--- config.mk ---
export PLATFORM = sky130hd
export DESIGN_NAME = oscillator_warmup_counter
export DESIGN_NICKNAME = d
export VERILOG_FILES = /design/src/hw/warmup_pkg.sv /design/src/hw/oscillator_warmup_counter.sv /design/src/hw/osc_edge_tick.sv
export SDC_FILE = /design/constraint.sdc
export NUM_CORES = 1
export LEC_CHECK = 0
export ABC_AREA = 1
export CORE_MARGIN = 10
export CORE_UTILIZATION = 38
export CTS_BUF_LIST = sky130_fd_sc_hd__clkbuf_4 sky130_fd_sc_hd__clkbuf_8
export DETAILED_ROUTE_END_ITERATION = 16
export DONT_BUFFER_PORTS = 1
export PLACE_DENSITY_LB_ADDON = 0.2
export RECOVER_POWER = 25
export SLEW_MARGIN = 20
export SYNTH_ARGS = -nofsm -noshare
export SYNTH_HDL_FRONTEND = slang
export SYNTH_SLANG_ARGS = --single-unit
--- constraint.sdc ---
create_clock -name clk -period 2.09 [get_ports clk]
set_input_delay 0.1045 -clock clk [delete_from_list [all_inputs] [get_ports clk]]
set_output_delay 0.1045 -clock clk [all_outputs]
set_load 0.05 [all_outputs]
--- src/hw/warmup_pkg.sv ---
package warmup_pkg;
   // register byte offsets on the bus
   localparam logic [7:0] OFS_LOWER_CTRL = 8'h00;
   localparam logic [7:0] OFS_UPPER_CTRL = 8'h04;
   localparam logic [7:0] OFS_LOWER_CMP = 8'h08;
   localparam logic [7:0] OFS_UPPER_CMP = 8'h0c;
   localparam logic [7:0] OFS_SYSCTL = 8'h10;
   localparam logic [7:0] OFS_COUNT = 8'h14;
   localparam logic [7:0] OFS_IRQ_STATUS = 8'h18;
   localparam logic [7:0] OFS_IRQ_CLEAR = 8'h1c;
   localparam logic [7:0] OFS_IRQ_ENABLE = 8'h20;

   // control field positions
   localparam int FLIPFLOP_BIT = 7;
   localparam int RUN_BIT = 3;
   localparam int CKSEL_LSB = 4;
   localparam int FAST_OSC_BIT = 7;
   localparam int SLOW_OSC_BIT = 6;
   localparam int SYSCLK_SEL_BIT = 5;

   localparam logic [2:0] MODE_WARMUP = 3'h5;
   localparam logic [2:0] MODE_CASCADE = 3'h3;
   localparam logic [2:0] CKSEL_SLOW = 3'h4;
   localparam logic [2:0] CKSEL_FAST = 3'h6;

   // reset values
   localparam logic [7:0] RST_CTRL = 8'h00;
   localparam logic [7:0] RST_CMP = 8'hff;
   localparam logic [7:0] RST_SYSCTL = 8'h80;
   localparam logic [15:0] RST_COUNT = 16'h0000;
   localparam logic [0:0] RST_IRQ = 1'h0;

   // compare range; one upper step is 256 source ticks
   localparam logic [15:0] CMP_MIN = 16'h0100;
   localparam logic [15:0] CMP_MAX = 16'hff00;
   localparam int TICKS_PER_STEP = 256;

   typedef enum logic [1:0] {
      ST_IDLE = 2'b00,
      ST_COUNT = 2'b01
   } state_t;
endpackage

--- src/hw/oscillator_warmup_counter.sv ---
// Function
// RULE1: software enables the slow oscillator before starting a slow warm-up.
// RULE2: writing the run bit to 1 starts the counter counting up.
// RULE3: on compare match the counter clears and the match interrupt is raised.
// RULE4: slow handler stops the timer, then sets clock select to 1.
// RULE5: after moving to slow clock, software clears the fast oscillator enable.
// RULE6: software enables the fast oscillator before starting a fast warm-up.
// RULE7: fast handler stops the timer, then clears clock select to 0.
// RULE8: after returning to fast clock, software clears the slow oscillator enable.
// RULE9: slow clock compare 0100h to ff00h spans 7.81 ms to 1.99 s.
// RULE10: fast clock compare 0100h to ff00h spans 16 us to 4.08 ms.
// RULE11: system control bit 7 fast enable, bit 6 slow enable, bit 5 select.
// RULE12: upper control 05h selects warm-up mode, flip-flop 0, not running.
// RULE13: lower control 43h selects slow clock, cascaded, flip-flop 0.
// RULE14: lower control 63h selects fast clock, cascaded, flip-flop 0.
// RULE15: upper control bit 3 runs or stops the cascaded pair.
// RULE16: only the upper compare byte takes part in match detection.
// RULE17: software keeps both flip-flop controls at 0 in warm-up mode.
// RULE18: match request stays pending until accepted; one request per match.
// RULE19: clearing run stops at once and clears the counter to zero.
`timescale 1ns/100ps
`default_nettype none
module oscillator_warmup_counter (
   input wire logic clk,
   input wire logic rst,
   input wire logic wb_cyc_i,
   input wire logic wb_stb_i,
   input wire logic wb_we_i,
   input wire logic [7:0] wb_adr_i,
   input wire logic [3:0] wb_sel_i,
   input wire logic [31:0] wb_dat_i,
   output logic [31:0] wb_dat_o,
   output logic wb_ack_o,
   input wire logic slow_clock,
   input wire logic fast_clock,
   input wire logic irq_accept,
   output logic warmup_match_irq,
   output logic fast_osc_enable,
   output logic slow_osc_enable,
   output logic system_clock_select,
   output logic upper_output_flipflop,
   output logic lower_output_flipflop
);
   logic slow_tick, fast_tick;

   osc_edge_tick u_slow_tick (
      .clk(clk),
      .rst(rst),
      .osc_pin(slow_clock),
      .tick(slow_tick)
   );

   osc_edge_tick u_fast_tick (
      .clk(clk),
      .rst(rst),
      .osc_pin(fast_clock),
      .tick(fast_tick)
   );

   // tick of the count source picked by the lower control clock field
   function automatic logic source_tick(input logic [7:0] ctrl, input logic s_tick,
                                        input logic f_tick);
      logic [2:0] ck;
      ck = ctrl[warmup_pkg::CKSEL_LSB +: 3];
      if (ck == warmup_pkg::CKSEL_SLOW) begin
         source_tick = s_tick;
      end else if (ck == warmup_pkg::CKSEL_FAST) begin
         source_tick = f_tick;
      end else begin
         source_tick = 1'b0;
      end
   endfunction

   // bus
   logic ack_q, ack_d;
   logic [31:0] rdata_q, rdata_d;
   logic bus_req, wr_take;
   logic [7:0] wbyte;

   assign bus_req = wb_cyc_i & wb_stb_i;
   // writes land on the edge that samples ack, as the master expects
   assign wr_take = ack_q & bus_req & wb_we_i & wb_sel_i[0];
   assign wbyte = wb_dat_i[7:0];

   logic [7:0] lower_ctrl_q, lower_ctrl_d, upper_ctrl_q, upper_ctrl_d;
   logic [7:0] lower_cmp_q, lower_cmp_d, upper_cmp_q, upper_cmp_d;
   logic [7:0] sysctl_q, sysctl_d;
   logic status_q, status_d, enable_q, enable_d;
   logic [15:0] count_q, count_d;
   warmup_pkg::state_t state_q, state_d;

   logic wr_upper, wr_clear, cascade_ok, run_req, src_tick, match_evt;
   logic [15:0] count_inc;

   assign wr_upper = wr_take && wb_adr_i == warmup_pkg::OFS_UPPER_CTRL;
   assign wr_clear = wr_take && wb_adr_i == warmup_pkg::OFS_IRQ_CLEAR && wbyte[0];
   assign cascade_ok = upper_ctrl_q[2:0] == warmup_pkg::MODE_WARMUP &&
                       lower_ctrl_q[2:0] == warmup_pkg::MODE_CASCADE;
   assign run_req = upper_ctrl_q[warmup_pkg::RUN_BIT] && cascade_ok;
   assign src_tick = source_tick(lower_ctrl_q, slow_tick, fast_tick); // [RULE13] [RULE14]
   assign count_inc = count_q + 16'h0001;
   // lower compare byte is ignored: match lands on upper byte times 256 ticks
   assign match_evt = state_q == warmup_pkg::ST_COUNT && src_tick &&
                      count_inc == {upper_cmp_q, 8'h00}; // [RULE16] [RULE9] [RULE10]

   always_comb begin
      ack_d = bus_req & ~ack_q;
      rdata_d = 32'h0000_0000;
      unique case (wb_adr_i)
         warmup_pkg::OFS_LOWER_CTRL: rdata_d[7:0] = lower_ctrl_q;
         warmup_pkg::OFS_UPPER_CTRL: rdata_d[7:0] = upper_ctrl_q;
         warmup_pkg::OFS_LOWER_CMP: rdata_d[7:0] = lower_cmp_q;
         warmup_pkg::OFS_UPPER_CMP: rdata_d[7:0] = upper_cmp_q;
         warmup_pkg::OFS_SYSCTL: rdata_d[7:0] = sysctl_q;
         warmup_pkg::OFS_COUNT: rdata_d[15:0] = count_q;
         warmup_pkg::OFS_IRQ_STATUS: rdata_d[0] = status_q;
         warmup_pkg::OFS_IRQ_ENABLE: rdata_d[0] = enable_q;
         default: rdata_d = 32'h0000_0000;
      endcase
   end

   always_ff @(posedge clk) begin
      if (rst) begin
         ack_q <= 1'b0;
         rdata_q <= 32'h0000_0000;
      end else begin
         ack_q <= ack_d;
         rdata_q <= rdata_d;
      end
   end

   assign wb_ack_o = ack_q;
   assign wb_dat_o = rdata_q;

   // registers
   always_comb begin
      lower_ctrl_d = lower_ctrl_q;
      upper_ctrl_d = upper_ctrl_q;
      lower_cmp_d = lower_cmp_q;
      upper_cmp_d = upper_cmp_q;
      sysctl_d = sysctl_q;
      enable_d = enable_q;
      if (wr_take) begin
         unique case (wb_adr_i)
            warmup_pkg::OFS_LOWER_CTRL: lower_ctrl_d = wbyte; // [RULE13] [RULE14]
            warmup_pkg::OFS_UPPER_CTRL: upper_ctrl_d = wbyte; // [RULE12] [RULE15]
            warmup_pkg::OFS_LOWER_CMP: lower_cmp_d = wbyte;
            warmup_pkg::OFS_UPPER_CMP: upper_cmp_d = wbyte;
            warmup_pkg::OFS_SYSCTL: sysctl_d = {wbyte[7:5], 5'h00}; // [RULE11]
            warmup_pkg::OFS_IRQ_ENABLE: enable_d = wbyte[0];
            default: enable_d = enable_q;
         endcase
      end
   end

   always_ff @(posedge clk) begin
      if (rst) begin
         lower_ctrl_q <= warmup_pkg::RST_CTRL;
         upper_ctrl_q <= warmup_pkg::RST_CTRL;
         lower_cmp_q <= warmup_pkg::RST_CMP;
         upper_cmp_q <= warmup_pkg::RST_CMP;
         sysctl_q <= warmup_pkg::RST_SYSCTL;
         enable_q <= warmup_pkg::RST_IRQ;
      end else begin
         lower_ctrl_q <= lower_ctrl_d;
         upper_ctrl_q <= upper_ctrl_d;
         lower_cmp_q <= lower_cmp_d;
         upper_cmp_q <= upper_cmp_d;
         sysctl_q <= sysctl_d;
         enable_q <= enable_d;
      end
   end

   assign fast_osc_enable = sysctl_q[warmup_pkg::FAST_OSC_BIT]; // [RULE11]
   assign slow_osc_enable = sysctl_q[warmup_pkg::SLOW_OSC_BIT]; // [RULE11]
   assign system_clock_select = sysctl_q[warmup_pkg::SYSCLK_SEL_BIT]; // [RULE11]
   // pins only show what software put there; warm-up never toggles them
   assign upper_output_flipflop = upper_ctrl_q[warmup_pkg::FLIPFLOP_BIT];
   assign lower_output_flipflop = lower_ctrl_q[warmup_pkg::FLIPFLOP_BIT];

   // counter
   always_comb begin
      state_d = state_q;
      count_d = count_q;
      unique case (state_q)
         warmup_pkg::ST_IDLE: begin
            count_d = warmup_pkg::RST_COUNT;
            if (run_req) begin
               state_d = warmup_pkg::ST_COUNT; // [RULE2] [RULE15]
            end
         end
         warmup_pkg::ST_COUNT: begin
            if (!run_req) begin
               state_d = warmup_pkg::ST_IDLE; // [RULE19]
               count_d = warmup_pkg::RST_COUNT;
            end else if (match_evt) begin
               count_d = warmup_pkg::RST_COUNT; // [RULE3]
            end else if (src_tick) begin
               count_d = count_inc;
            end
         end
         default: begin
            state_d = warmup_pkg::ST_IDLE;
            count_d = warmup_pkg::RST_COUNT;
         end
      endcase
      // set wins over a clear in the same cycle
      status_d = status_q;
      if (wr_clear || irq_accept) begin
         status_d = 1'b0;
      end
      if (match_evt) begin
         status_d = 1'b1; // [RULE3] [RULE18]
      end
   end

   always_ff @(posedge clk) begin
      if (rst) begin
         state_q <= warmup_pkg::ST_IDLE;
         count_q <= warmup_pkg::RST_COUNT;
         status_q <= warmup_pkg::RST_IRQ;
      end else begin
         state_q <= state_d;
         count_q <= count_d;
         status_q <= status_d;
      end
   end

   assign warmup_match_irq = status_q & enable_q; // [RULE18]
endmodule // oscillator_warmup_counter
`default_nettype wire

--- src/hw/osc_edge_tick.sv ---
`timescale 1ns/100ps
`default_nettype none
// turns a free-running oscillator pin into one-cycle ticks on clk
module osc_edge_tick (
   input wire logic clk,
   input wire logic rst,
   input wire logic osc_pin,
   output logic tick
);
   logic sync1_q, sync2_q, prev_q, tick_q;
   logic tick_d;

   always_comb begin
      tick_d = sync2_q & ~prev_q;
   end

   always_ff @(posedge clk) begin
      if (rst) begin
         sync1_q <= 1'b0;
         sync2_q <= 1'b0;
         prev_q <= 1'b0;
         tick_q <= 1'b0;
      end else begin
         sync1_q <= osc_pin;
         sync2_q <= sync1_q;
         prev_q <= sync2_q;
         tick_q <= tick_d;
      end
   end

   assign tick = tick_q;
endmodule // osc_edge_tick
`default_nettype wire

==> results.txt <==
----------------------------------------------------
[Layout]
  Final cell count without fillers ... about 690
  Nets ... between 600 and 700
  Fraction of final layout cells with drive strength greater than 1 ... 11.59%
  Growth of design area from synthesis to finish ... 15.21%
  Multi-input gate area in the final layout ... roughly 0.0018 mm^2
  Register Area ... between 0.0015 and 0.002 mm^2
  Antenna diode count ... 0
  Filler cells ... a little over 1000
  Post-Layout Inst Area ... roughly 0.0043 mm^2

[Floorplan]
  Std-Cell Core Area ... ~0.0096 mm^2
  Floorplan die height ... 118.8 um
  Die area ... 0.01411 mm^2
  Io pins ... 91
  DIE WIDTH ... 118.8 um
  Site row count ... 36
  Starting density of the core ... between 30 and 40%

[Clocking]
  Cell at the root of the clock tree ... sky130_fd_sc_hd__clkbuf_8
  Clk sinks ... ~80
  CTS Buf Count ... 9
  Clock latency reported for the late side of the worst-skew pair ... ~370 ps
  Buffer levels on the longest clock path ... 2
  H-tree depth ... 3
  CTS tree ... done
  Clock Pin Slew Worst Setup and Hold Paths ... 90 ps

[Global route]
  All-Layer GR Usage ... 14.51%
  Global-route wire length before repair ... between 15 and 20 mm
  Vias in the first global route ... 3237
  Maximum number of pins on one net before global-route repair ... 36
  Met2 routing resource usage after global routing ... between 20% and 30%
  Initial antenna violation count ... 0
  Sum of overflow across all layers after global routing ... 0
  Routing usage on met3 ... 3.284%
  Global-route layer with the greatest usage ... met2
  Met1 Use GR ... 17.98%

[Worst hold path]
  Path category of the worst min-delay check ... input port to register
  Source of the worst hold timing path ... wb_adr_i[5]
  Endpoint of the worst hold path ... enable_q
  Hold Crit Depth ... 4

[Synthesis]
  Fraction of synthesized cell area taken by the top area cell type ... 42.63%
  Synth Cell Area ... roughly 0.0037 mm^2
  Synth cell count leaders ... sky130_fd_sc_hd__nand2_1, sky130_fd_sc_hd__dfxtp_1, sky130_fd_sc_hd__nor2_1
  Number of enable-type register cells in the synthesized netlist ... 0
  Cells taking the most area after synthesis ... sky130_fd_sc_hd__dfxtp_1, sky130_fd_sc_hd__nand2_1, sky130_fd_sc_hd__nor2_1
  Sequential-to-total area share from yosys stat ... between 40% and 50%
  Cell count after synthesis ... roughly 520
  Synth Flop Type ... sky130_fd_sc_hd__dfxtp_1
  Yosys warnings ... 0
  Share of async-settable or async-resettable flops after synthesis ... 0%
  Top cell type by total area after synthesis ... sky130_fd_sc_hd__dfxtp_1
  Most numerous cell in the Yosys netlist ... sky130_fd_sc_hd__nand2_1
  Post-synthesis area per instance ... 7.080 um^2
  Distinct cell type count after synthesis ... 36
  Number of storage elements in the synthesis netlist ... 79

[Place]
  Post-detailed-placement cell area ... 0.003875 mm^2
  Number of input and output port buffers inserted ... 0
  DP HPWL ... 7.601 mm
  Placed Cells incl. Taps ... 660
  Weighted congestion reported at the end of routability-driven placement ... approximately 0.87

[Setup path]
  Register-to-Register Path Depth ... 12
  Largest driver fanout on the critical path ... 5
  Required time reported for the critical path endpoint ... approximately 2400 ps
  Origin of the worst setup path ... count_q[0]
  Type of element capturing the critical path ... register
  Critical Path Start Type ... register
  Reg2reg start ... count_q[0]
  Kind of critical path ... register to register
  Slack of the worst reg-to-reg path ... approximately 170 ps
  Data arrival at the endpoint of the critical path ... between 2000 and 2500 ps
  Endpoint of the worst-slack reg-to-reg timing path ... status_q

[Routing]
  DRT Wirelength ... between 10 and 15 mm
  Vias ... between 3000 and 4000
  Avg WL per Cell ... about 15 um
  Initial DRC count ... between 150 and 200
  Remaining routing DRC violations ... 0
  Antenna Nets Post-Route ... 0
  DRT Pass-1 Iters ... 5
  Vias per inst ... 4.916

[STA]
  Achievable Freq ... between 0.5 and 0.6 GHz
  Slew of the pin with the lowest slew margin ... ~790 ps
  Post-route fraction of the period consumed by the critical path ... 91.89%
  Final setup violation count ... 0
  Normalized max-slew margin ... between 40% and 50%
  Clock period minus worst slack ... between 1500 and 2000 ps
  Final setup skew ... around 13 ps
  Count of final max-slew check failures ... 0
  Endpoints failing hold ... 0

[Status]
  Run status ... completed

[Run]
  Number of maximum-capacitance violations ... 0

[Pwr]
  Maximum resistive drop on vdd ... around 370 uV
  Static Leakage ... around 1.7 nW
  Power per cell area ... 646.4 mW/mm^2

----------------------------------------------------
[registers in the layout, summed over array words and instances, names as in the netlist, 3 cells and up]
signal and count:
upper_ctrl_q 8, wb_dat_o 16, count_q 16, upper_cmp_q 8, lower_ctrl_q 8, lower_cmp_q 8
sysctl_q 3
[cell usage in the layout, fill, tap and decap left out, types with 15 or more instances in the layout]
cell / Yosys / final
sky130_fd_sc_hd__nand2_1: 115 / 114
sky130_fd_sc_hd__dfxtp_1: 79 / 75
sky130_fd_sc_hd__nor2_1: 69 / 67
sky130_fd_sc_hd__inv_1: 64 / 64
sky130_fd_sc_hd__o21ai_0: 38 / 38
sky130_fd_sc_hd__nand3_1: 38 / 37
sky130_fd_sc_hd__a21oi_1: 20 / 20
sky130_fd_sc_hd__conb_1: 1 / 16
sky130_fd_sc_hd__buf_4: 16 / 16
sky130_fd_sc_hd__dlygate4sd3_1: 0 / 15
[cell type report]
cell class,instances,area share (%)
multi-input cells,366,42.33
flip-flops and latches,79,37.12
repair buffers,33,6.499
inverters,67,5.943
well taps,133,3.893
clock buffers,9,2.898
clock inverters,7,1.317
[worst max-delay path, cell delays in order (launching register included)]
cell	delay (ps)
sky130_fd_sc_hd__dfxtp_1	340
sky130_fd_sc_hd__ha_2	210
sky130_fd_sc_hd__nand2_1	100
sky130_fd_sc_hd__nor2_4	190
sky130_fd_sc_hd__nand2_2	100
sky130_fd_sc_hd__o21ai_2	140
sky130_fd_sc_hd__nand2_1	80
sky130_fd_sc_hd__nand2_1	60
sky130_fd_sc_hd__nand3_1	60
sky130_fd_sc_hd__nor2_1	120
sky130_fd_sc_hd__nand3_2	180
sky130_fd_sc_hd__buf_4	180
sky130_fd_sc_hd__a21oi_1	100
[cells by family after synthesis]
kind of cell               share of synthesized area [%]
AOI/OAI and AO/OA                                  13.56
and+or+nand+nor                                    30.62
buffers and inverters                              11.37
other                                             0.1011
DFF                                                42.63
xor gates and xnor gates                          0.7084
adders and majority gates                          1.012
[per-stage QoR]
step | utilization, % | hold WS, ps | setup TNS, ps | power, W | setup slack [ps]
final | 44.34 | 31.82 | 0 | 0.002763 | 169.6
after global routing | 44.34 | 47.83 | -13.35 | 0.002859 | -13.35
after CTS | 43.63 | 28.92 | 0 | 0.002782 | 48.65
after detailed placement | 40.20 | 179.4 | 0 | 0.001680 | 68.26
after global placement | 40.20 | 177.4 | 0 | 0.001678 | 120.8
after floorplan | - | 211.5 | 0 | 0.001695 | 246.3
[how the worst max path moves through the flow]
stage	end	slack, ps
floorplan	count_q[12]	250
global placement	count_q[11]	120
detailed placement	count_q[1]	70
CTS	count_q[1]	50
global route	status_q	-10
finish	status_q	170
[metal layers]
metal / wire length (um) / up-vias
met1: 4604 / 1564
li1: - / 1736
met4: 155 / 0
met3: 547 / 13
met5: 0 / -
met2: 4915 / 99
[power by group]
| group | switching (W) | total, W | internal, W |
|---|---|---|---|
| sequential | 0.00000984 | 0.00153 | 0.00152 |
| combinational | 0.000118 | 0.000158 | 0.0000396 |
| clock | 0.000635 | 0.00108 | 0.000444 |
| total | 0.000763 | 0.00276 | 0.00200 |
[what timing repair did]
item / 4_1_cts / 5_1_grt
buffers inserted: 0 / 3
hold buffers: 15 / 0
gates resized for setup: 0 / 15
setup endpoints to repair: 0 / 17
hold endpoints to repair: 55 / 0
Power figures use the tool's default switching activity.
